**config.mk**
```make
export PLATFORM = sky130hd
export DESIGN_NAME = smbus_clock_buffer_config
export DESIGN_NICKNAME = d
export VERILOG_FILES = /design/src/core/smbus_cfg_pkg.sv /design/src/core/cfg_reg_file.sv /design/src/core/smbus_clock_buffer_config.sv
export VERILOG_INCLUDE_DIRS = /design/src /design/src/core
export SDC_FILE = /design/constraint.sdc
export NUM_CORES = 1
export LEC_CHECK = 0
export ABC_AREA = 1
export BUFFER_PORTS_ARGS = -buffer_cell sky130_fd_sc_hd__buf_2
export CORE_MARGIN = 3
export CORE_UTILIZATION = 50
export CTS_BUF_LIST = sky130_fd_sc_hd__clkbuf_16
export DETAILED_ROUTE_END_ITERATION = 8
export PLACE_DENSITY = 0.67
export SKIP_LAST_GASP = 1
export SYNTH_ARGS = -nofsm -noshare
export SYNTH_HDL_FRONTEND = slang
export SYNTH_SLANG_ARGS = --single-unit
```
**constraint.sdc**
```tcl
create_clock -name clk_i -period 3.15 [get_ports clk_i]
set_clock_uncertainty 0.2 [all_clocks]
set_input_delay 0.1575 -clock clk_i [delete_from_list [all_inputs] [get_ports clk_i]]
set_output_delay 0.1575 -clock clk_i [all_outputs]
set_load 0.01 [all_outputs]
```
**src/core/smbus_cfg_map.svh**
```systemverilog
// constants for the smbus configuration port of the clock buffer
// assumes inclusion by the package only; the design modules use its macros without including it
// Function
// - slave only, one 7-bit address plus direction
// - stop after any full byte ends transfer
// - read returns count then data, host nacks last
// - offset byte sets first register index
// - register 0 holds four output enables, reset one
// - cleared enable forces its output low
// - register 1 bits 7:6 read latched strap mode
// - register 1 bits 4:3 act only when selected
// - register 1 bits 1:0 set amplitude, reset 10
// - register 2 bits 6, 5, 3 and 1 set four edge rates, reset one
`ifndef SMBUS_CFG_MAP_SVH
`define SMBUS_CFG_MAP_SVH

`define SLAVE_ADDR      7'h6A
`define READ_COUNT      8'h03
`define REG_OUT_ENABLE  8'h00
`define REG_PLL_AMP     8'h01
`define REG_EDGE_RATE   8'h02
`define RST_OUT_ENABLE  8'hFF
`define RST_PLL_AMP     8'h06
`define RST_EDGE_RATE   8'hFF
`define WR_MASK_OUT_EN  8'h6A
`define WR_MASK_PLL_AMP 8'h3B
`define WR_MASK_EDGE    8'h6A
`define OUT3_BIT        6
`define OUT2_BIT        5
`define OUT1_BIT        3
`define OUT0_BIT        1
`define SW_SELECT_BIT   5
`define CTRL_HI_BIT     4
`define CTRL_LO_BIT     3
`define LATCH_HI_BIT    7
`define LATCH_LO_BIT    6
`define AMP_HI_BIT      1
`define AMP_LO_BIT      0
`define STRAP_SETTLE    2'h2

`endif

```
**src/core/smbus_cfg_pkg.sv**
```systemverilog
// types and helpers shared by the configuration port modules
// assumes smbus_cfg_map.svh is on the include path
`include "smbus_cfg_map.svh"
package smbus_cfg_pkg;
	typedef enum logic [2:0] {
		ST_IDLE = 3'b000,
		ST_RX   = 3'b001,
		ST_ACK  = 3'b010,
		ST_TX   = 3'b011,
		ST_RACK = 3'b100
	} link_state_e;

	typedef enum logic [1:0] {
		PH_ADDR   = 2'b00,
		PH_OFFSET = 2'b01,
		PH_COUNT  = 2'b10,
		PH_WDATA  = 2'b11
	} rx_phase_e;

	typedef enum logic [1:0] {
		PLL_LOW_BW  = 2'b00,
		PLL_BYPASS  = 2'b01,
		PLL_HIGH_BW = 2'b10
	} pll_mode_e;

	function automatic pll_mode_e pll_decode(input logic [1:0] code);
		case (code)
			2'b01: pll_decode = PLL_BYPASS;
			2'b11: pll_decode = PLL_HIGH_BW;
			default: pll_decode = PLL_LOW_BW;
		endcase
	endfunction

	function automatic logic [3:0] pick_outputs(input logic [7:0] b);
		pick_outputs = {b[`OUT3_BIT], b[`OUT2_BIT], b[`OUT1_BIT], b[`OUT0_BIT]};
	endfunction
endpackage

```
**src/core/cfg_reg_file.sv**
```systemverilog
// three control registers with masked writes and a registered read port
// assumes writes and the strap value come from logic on clk_i
`timescale 1ns/1ps
module cfg_reg_file
	import smbus_cfg_pkg::*;
(
	input  wire logic       clk_i,
	input  wire logic       reset_i,
	input  wire logic       wr_en_i,
	input  wire logic [7:0] wr_index_i,
	input  wire logic [7:0] wr_data_i,
	input  wire logic [7:0] rd_index_i,
	input  wire logic [1:0] strap_mode_i,
	output logic      [7:0] rd_data_o,
	output logic      [3:0] enable_bits_o,
	output logic            sw_select_o,
	output logic      [1:0] pll_ctrl_o,
	output logic      [1:0] amplitude_o,
	output logic      [3:0] edge_rate_o
);
	logic [7:0] out_en_reg, out_en_next;
	logic [7:0] pll_amp_reg, pll_amp_next;
	logic [7:0] edge_reg, edge_next;
	logic [7:0] rd_data_reg, rd_data_next;

	always_comb begin
		out_en_next = out_en_reg;
		pll_amp_next = pll_amp_reg;
		edge_next = edge_reg;
		if (wr_en_i) begin
			case (wr_index_i)
				`REG_OUT_ENABLE: out_en_next = (out_en_reg & ~`WR_MASK_OUT_EN) |
					(wr_data_i & `WR_MASK_OUT_EN);
				// latched readback bits sit outside the mask
				`REG_PLL_AMP: pll_amp_next = (pll_amp_reg & ~`WR_MASK_PLL_AMP) |
					(wr_data_i & `WR_MASK_PLL_AMP);
				`REG_EDGE_RATE: edge_next = (edge_reg & ~`WR_MASK_EDGE) |
					(wr_data_i & `WR_MASK_EDGE);
				default: ;
			endcase
		end
		case (rd_index_i)
			`REG_OUT_ENABLE: rd_data_next = out_en_reg;
			`REG_PLL_AMP: rd_data_next = {strap_mode_i, pll_amp_reg[5:0]};
			`REG_EDGE_RATE: rd_data_next = edge_reg;
			default: rd_data_next = 8'h00;
		endcase
	end

	always_ff @(posedge clk_i or posedge reset_i) begin
		if (reset_i) begin
			out_en_reg <= `RST_OUT_ENABLE;
			pll_amp_reg <= `RST_PLL_AMP;
			edge_reg <= `RST_EDGE_RATE;
			rd_data_reg <= 8'h00;
		end else begin
			out_en_reg <= out_en_next;
			pll_amp_reg <= pll_amp_next;
			edge_reg <= edge_next;
			rd_data_reg <= rd_data_next;
		end
	end

	assign rd_data_o = rd_data_reg;
	assign enable_bits_o = pick_outputs(out_en_reg);
	assign sw_select_o = pll_amp_reg[`SW_SELECT_BIT];
	assign pll_ctrl_o = {pll_amp_reg[`CTRL_HI_BIT], pll_amp_reg[`CTRL_LO_BIT]};
	assign amplitude_o = {pll_amp_reg[`AMP_HI_BIT], pll_amp_reg[`AMP_LO_BIT]};
	assign edge_rate_o = pick_outputs(edge_reg);
endmodule

```
**src/core/smbus_clock_buffer_config.sv**
```systemverilog
// smbus slave configuration port: bit engine, block protocol, mode logic
// assumes scl/sda and pins are asynchronous; scl far slower than clk_i
`timescale 1ns/1ps
module smbus_clock_buffer_config
	import smbus_cfg_pkg::*;
(
	input  wire logic       clk_i,
	input  wire logic       reset_i,
	input  wire logic       scl_i,
	input  wire logic       sda_i,
	output logic            sda_o,
	output logic            sda_oe_n_o,
	input  wire logic [1:0] pll_mode_strap_i,
	input  wire logic [3:0] out_enable_n_i,
	output logic      [3:0] out_enable_o,
	output pll_mode_e       pll_mode_o,
	output logic      [1:0] amplitude_o,
	output logic      [3:0] edge_rate_o
);
	logic        scl_meta_reg, scl_sync_reg, scl_last_reg;
	logic        sda_meta_reg, sda_sync_reg, sda_last_reg;
	logic [1:0]  strap_meta_reg, strap_sync_reg;
	logic [3:0]  oe_n_meta_reg, oe_n_sync_reg;
	logic        scl_rise, scl_fall, start_det, stop_det;

	link_state_e state_reg, state_next;
	rx_phase_e   phase_reg, phase_next;
	logic [3:0]  bit_cnt_reg, bit_cnt_next;
	logic [7:0]  shift_reg, shift_next;
	logic [7:0]  index_reg, index_next;
	logic [7:0]  remain_reg, remain_next;
	logic        tx_after_reg, tx_after_next;
	logic        sent_count_reg, sent_count_next;
	logic        host_ack_reg, host_ack_next;
	logic [1:0]  strap_cnt_reg, strap_cnt_next;
	logic [1:0]  latched_reg, latched_next;
	logic        wr_en, load_tx;
	logic [7:0]  rd_data;
	logic [3:0]  enable_bits;
	logic        sw_select;
	logic [1:0]  pll_ctrl;

	// edges come from the second and third stages only
	assign scl_rise = scl_sync_reg & ~scl_last_reg;
	assign scl_fall = ~scl_sync_reg & scl_last_reg;
	assign start_det = scl_sync_reg & scl_last_reg & sda_last_reg & ~sda_sync_reg;
	assign stop_det = scl_sync_reg & scl_last_reg & ~sda_last_reg & sda_sync_reg;

	always_comb begin
		state_next = state_reg;
		phase_next = phase_reg;
		bit_cnt_next = bit_cnt_reg;
		shift_next = shift_reg;
		index_next = index_reg;
		remain_next = remain_reg;
		tx_after_next = tx_after_reg;
		sent_count_next = sent_count_reg;
		host_ack_next = host_ack_reg;
		wr_en = 1'b0;
		load_tx = 1'b0;
		if (stop_det) begin
			state_next = ST_IDLE;
		end else if (start_det) begin
			state_next = ST_RX;
			phase_next = PH_ADDR;
			bit_cnt_next = 4'h0;
		end else begin
			case (state_reg)
				ST_IDLE: ;
				ST_RX: begin
					if (scl_rise && bit_cnt_reg != 4'h8) begin
						shift_next = {shift_reg[6:0], sda_sync_reg};
						bit_cnt_next = bit_cnt_reg + 4'h1;
					end else if (scl_fall && bit_cnt_reg == 4'h8) begin
						state_next = ST_ACK;
						tx_after_next = 1'b0;
						case (phase_reg)
							PH_ADDR: begin
								if (shift_reg[7:1] != `SLAVE_ADDR) begin
									state_next = ST_IDLE;
								end else if (shift_reg[0]) begin
									tx_after_next = 1'b1;
									sent_count_next = 1'b0;
								end else begin
									phase_next = PH_OFFSET;
								end
							end
							PH_OFFSET: begin
								index_next = shift_reg;
								phase_next = PH_COUNT;
							end
							PH_COUNT: begin
								remain_next = shift_reg;
								phase_next = PH_WDATA;
							end
							default: begin
								// bytes past the announced count are acked but dropped
								if (remain_reg != 8'h00) begin
									wr_en = 1'b1;
									index_next = index_reg + 8'h01;
									remain_next = remain_reg - 8'h01;
								end
							end
						endcase
					end
				end
				ST_ACK: begin
					if (scl_fall) begin
						bit_cnt_next = 4'h0;
						if (tx_after_reg) begin
							load_tx = 1'b1;
						end else begin
							state_next = ST_RX;
						end
					end
				end
				ST_TX: begin
					if (scl_fall) begin
						if (bit_cnt_reg == 4'h7) begin
							state_next = ST_RACK;
						end else begin
							shift_next = {shift_reg[6:0], 1'b1};
							bit_cnt_next = bit_cnt_reg + 4'h1;
						end
					end
				end
				ST_RACK: begin
					if (scl_rise) begin
						host_ack_next = ~sda_sync_reg;
					end else if (scl_fall) begin
						bit_cnt_next = 4'h0;
						if (host_ack_reg) begin
							load_tx = 1'b1;
						end else begin
							state_next = ST_IDLE;
						end
					end
				end
				default: state_next = ST_IDLE;
			endcase
		end
		if (load_tx) begin
			state_next = ST_TX;
			shift_next = sent_count_reg ? rd_data : `READ_COUNT;
			sent_count_next = 1'b1;
			if (sent_count_reg) begin
				index_next = index_reg + 8'h01;
			end
		end
	end

	// strap is caught once, after the synchroniser has settled
	always_comb begin
		strap_cnt_next = strap_cnt_reg;
		latched_next = latched_reg;
		if (strap_cnt_reg != 2'h3) begin
			strap_cnt_next = strap_cnt_reg + 2'h1;
		end
		if (strap_cnt_reg == `STRAP_SETTLE) begin
			latched_next = strap_sync_reg;
		end
	end

	always_ff @(posedge clk_i or posedge reset_i) begin
		if (reset_i) begin
			scl_meta_reg <= 1'b1;
			scl_sync_reg <= 1'b1;
			scl_last_reg <= 1'b1;
			sda_meta_reg <= 1'b1;
			sda_sync_reg <= 1'b1;
			sda_last_reg <= 1'b1;
			strap_meta_reg <= 2'h0;
			strap_sync_reg <= 2'h0;
			oe_n_meta_reg <= 4'hF;
			oe_n_sync_reg <= 4'hF;
			state_reg <= ST_IDLE;
			phase_reg <= PH_ADDR;
			bit_cnt_reg <= 4'h0;
			shift_reg <= 8'h00;
			index_reg <= 8'h00;
			remain_reg <= 8'h00;
			tx_after_reg <= 1'b0;
			sent_count_reg <= 1'b0;
			host_ack_reg <= 1'b0;
			strap_cnt_reg <= 2'h0;
			latched_reg <= 2'h0;
		end else begin
			scl_meta_reg <= scl_i;
			scl_sync_reg <= scl_meta_reg;
			scl_last_reg <= scl_sync_reg;
			sda_meta_reg <= sda_i;
			sda_sync_reg <= sda_meta_reg;
			sda_last_reg <= sda_sync_reg;
			strap_meta_reg <= pll_mode_strap_i;
			strap_sync_reg <= strap_meta_reg;
			oe_n_meta_reg <= out_enable_n_i;
			oe_n_sync_reg <= oe_n_meta_reg;
			state_reg <= state_next;
			phase_reg <= phase_next;
			bit_cnt_reg <= bit_cnt_next;
			shift_reg <= shift_next;
			index_reg <= index_next;
			remain_reg <= remain_next;
			tx_after_reg <= tx_after_next;
			sent_count_reg <= sent_count_next;
			host_ack_reg <= host_ack_next;
			strap_cnt_reg <= strap_cnt_next;
			latched_reg <= latched_next;
		end
	end

	cfg_reg_file cfg_reg_file_i (
		.clk_i         (clk_i),
		.reset_i       (reset_i),
		.wr_en_i       (wr_en),
		.wr_index_i    (index_reg),
		.wr_data_i     (shift_reg),
		.rd_index_i    (index_reg),
		.strap_mode_i  (latched_reg),
		.rd_data_o     (rd_data),
		.enable_bits_o (enable_bits),
		.sw_select_o   (sw_select),
		.pll_ctrl_o    (pll_ctrl),
		.amplitude_o   (amplitude_o),
		.edge_rate_o   (edge_rate_o)
	);

	// open drain: only ever pull low, never drive high
	assign sda_o = 1'b0;
	assign sda_oe_n_o = ~((state_reg == ST_ACK) || (state_reg == ST_TX && !shift_reg[7]));
	assign out_enable_o = enable_bits & ~oe_n_sync_reg;
	assign pll_mode_o = pll_decode(sw_select ? pll_ctrl : latched_reg);
endmodule

```
==> results.cfg <==
[cells_and_area]
post-route-util_pct = 58.1
layout-area-overhead-vs-synth_pct = 12.2
fillerInstances = 760
fin_nets = 649
multi_input_area_um2 = 2130
final-seq-area_um2 = 2010
finalNonFillerCells = 737
diodes = 0
drive_gt1_share_pct = 16.2

[worst_setup_path]
cp.required_ns = 3.18
start_kind = register
reg2reg_to = bit_cnt_reg[2]$_DFFE_PP0P_
r2r_start = scl_sync_reg$_DFF_PP1_
worstSetupEndpointType = register
critPathKind = register to register
ff2ff_path_depth = 7
arrival_ns = 2.21
reg2reg_slack_ns = 0.96
cp_max_fo = 16
critPathLaunch = scl_sync_reg$_DFF_PP1_

[global_routing]
grt_start_max_net_pins = 60
gr-usage-all-layers_pct = 21.3
grt_pass1_vias = 3701
antenna_found_initial = 0
grt_pass1_wl_um = 17400
overflow = 0

[timing]
setup_viol = 0
period_share_pct = 69.4
drv_slew = 0
finalWorstSetupSlack_ns = 0.964
worst_slew_pin_slew_ns = 1.01
setup_tns_ns = 0
period_needed_ns = 2.19
clock.fmax_mhz = 457
finalHoldViolCount = 0
rsz0062_at_grt = false
maxSlewHeadroom_pct = 32.9

[die]
die-area_um2 = 10200
ios = 24
core-area_um2 = 8760
start_util_pct = 51.8
fp-row-count = 34
die_h_um = 101
fp.dieW_um = 101

[clock_tree]
post_cts_buffers = 0
cts_made_buffers = 9
ctsLongestPathBuffers = 2
clock_latency_ns = 0.34
htree_levels = 3
tritoncts = done
root_buffer = clkbuf_16
cts_resized = 0
clock_sinks = 79
clk_pin_slew_ns = 0.07

[min_path]
min_to = strap_sync_reg[1]$_DFF_PP0_
min_from = strap_meta_reg[1]$_DFF_PP0_
hold_class = register to register
hold_depth = 0

[synth]
yosysWarningCount = 0
ys_ff_latch = 79
synth_area_um2 = 4540
synth_adder_area_share_pct = 4.14
yosysTopAreaCell = dfrtp_1
yosys-top-cells-area = dfrtp_1 31%, nand2_1 13%, dfstp_2 13%
synthSimpleGateAreaFrac_pct = 32.8
yosysUniqueCellTypes = 36
synth_top_area_share_pct = 30.9
yosys.area_share.xor_xnor_pct = 0.966
synthCells = 596
synth_seq_area_share_pct = 44.2
syn_nets = 621
synth_top_family_by_area = simple AND/OR/NAND/NOR gates
synthMuxAreaShare_pct = 0
synth_compound_area_share_pct = 9.02
synth.avg_cell_area_um2 = 7.61

[placement]
dp_hpwl_um = 7250
pre_cts_ws_ns = 0.986
numPortBuffers = 22
gp_congestion = 0.940
dp_cells = 712

[pwr]
power.total_w = 0.00328
power_density_nw_per_um2 = 644
ir_worst_vdd_v = 0.000308
p_leak_nw = 2.60

[drt]
vias = 3851
wl_um = 10200
wl_per_cell_um = 13.9
avgViaCountPerCell = 5.23
drc = 0
drt_iter0_drc = 241
drt-pass1-iter-count = 4
ant_nets = 0

[run]
cap_violations = 0

[run_status]
run_status = complete, no violations
critical path: stages (launching register included):
cell and delay (ns):
dfstp_2 0.56, nand4_1 0.51, nand3_1 0.27, nand2_1 0.08, nor2_2 0.18, nand2_1 0.13, nand2_1 0.08, nand2_1 0.05
cells in the mapped netlist (all sizes together):
cell and count:
a21oi 17, a22oi 2, a31oi 2, buf 12, clkbuf 4, conb 1, dfrtp 56, dfstp 23
ha 15, inv 78, nand2 177, nand3 68, nand4 10, nor2 69, nor3 2, nor3b 1
o211ai 1, o21ai 52, o22ai 1, xnor2 1, xor2 4
metrics by stage:
stage | hold slack, ns | cell area [µm²]
global route | 0.162 | 5090
global placement | 0.0626 | 4690
detailed placement | 0.0654 | 4690
floorplan | -0.0380 | 4540
finish | 0.150 | 5090
CTS | 0.154 | 5090
placed cells by master, fill, tap and decap left out, types with 10 or more instances in the layout:
cell type  count
nand2_1      163
dfrtp_1       56
nand3_1       67
nor2_1        58
ha_1          15
dfstp_2       23
buf_2         22
o21ai_0       31
o21ai_1       20
a21oi_1       16
inv_1         68
nand4_1       10
final cells by class:
cell class,instances,share of cell area [%]
clock buffer,9,4.43
clock inverter,7,1.55
inverter,78,5.83
multi-input combinational,423,41.9
sequential,79,39.4
tap,108,2.66
timing repair buffer,33,4.23
power breakdown:
| group | switching (W) | internal, W | total [W] |
|---|---|---|---|
| combinational | 0.000556 | 0.000281 | 0.000837 |
| clock | 0.000455 | 0.000624 | 0.00108 |
| sequential | 0.000197 | 0.00116 | 0.00136 |
metal layers:
| metal | vias up | share of wire [%] | global-route usage [%] | wire length [µm] |
|---|---|---|---|---|
| li1 | 1957 | - | - | - |
| met1 | 1793 | 46 | 28.4 | 4750 |
| met2 | 91 | 48 | 35.2 | 4930 |
| met3 | 10 | 4.4 | 3.99 | 455 |
| met4 | 0 | 1.1 | 6.85 | 108 |
| met5 | - | 0 | 0 | 0 |
worst max path at each step:
stage | end | slack (ns) | cells past startpoint
3_3_place_gp | bit_cnt_reg[3]$_DFFE_PP0P_ | 1.05 | 7
5_1_grt | bit_cnt_reg[1]$_DFFE_PP0P_ | 0.72 | 7
2_1_floorplan | bit_cnt_reg[0]$_DFFE_PP0P_ | 0.81 | 1
6_report | bit_cnt_reg[2]$_DFFE_PP0P_ | 0.96 | 7
4_1_cts | bit_cnt_reg[2]$_DFFE_PP0P_ | 0.98 | 7
3_5_place_dp | bit_cnt_reg[2]$_DFFE_PP0P_ | 0.99 | 7
cells by family (layout without fill, tap and decap cells):
| logic type | Yosys count | in the layout |
|---|---|---|
| AND/OR/NAND/NOR | 327 | 327 |
| adder cells (fa/ha/maj) | 15 | 15 |
| flip-flops | 79 | 79 |
| XOR/XNOR | 5 | 5 |
| buffers and inverters | 94 | 127 |
| other | 1 | 1 |
| AO/OA/AOI/OAI | 75 | 75 |
repair_timing:
item | in CTS | in global routing
setup endpoints to repair | 0 | 0
hold buffers | 9 | 0
hold endpoints to repair | 59 | 0
Note: power is estimated with default switching activity, not from simulation.
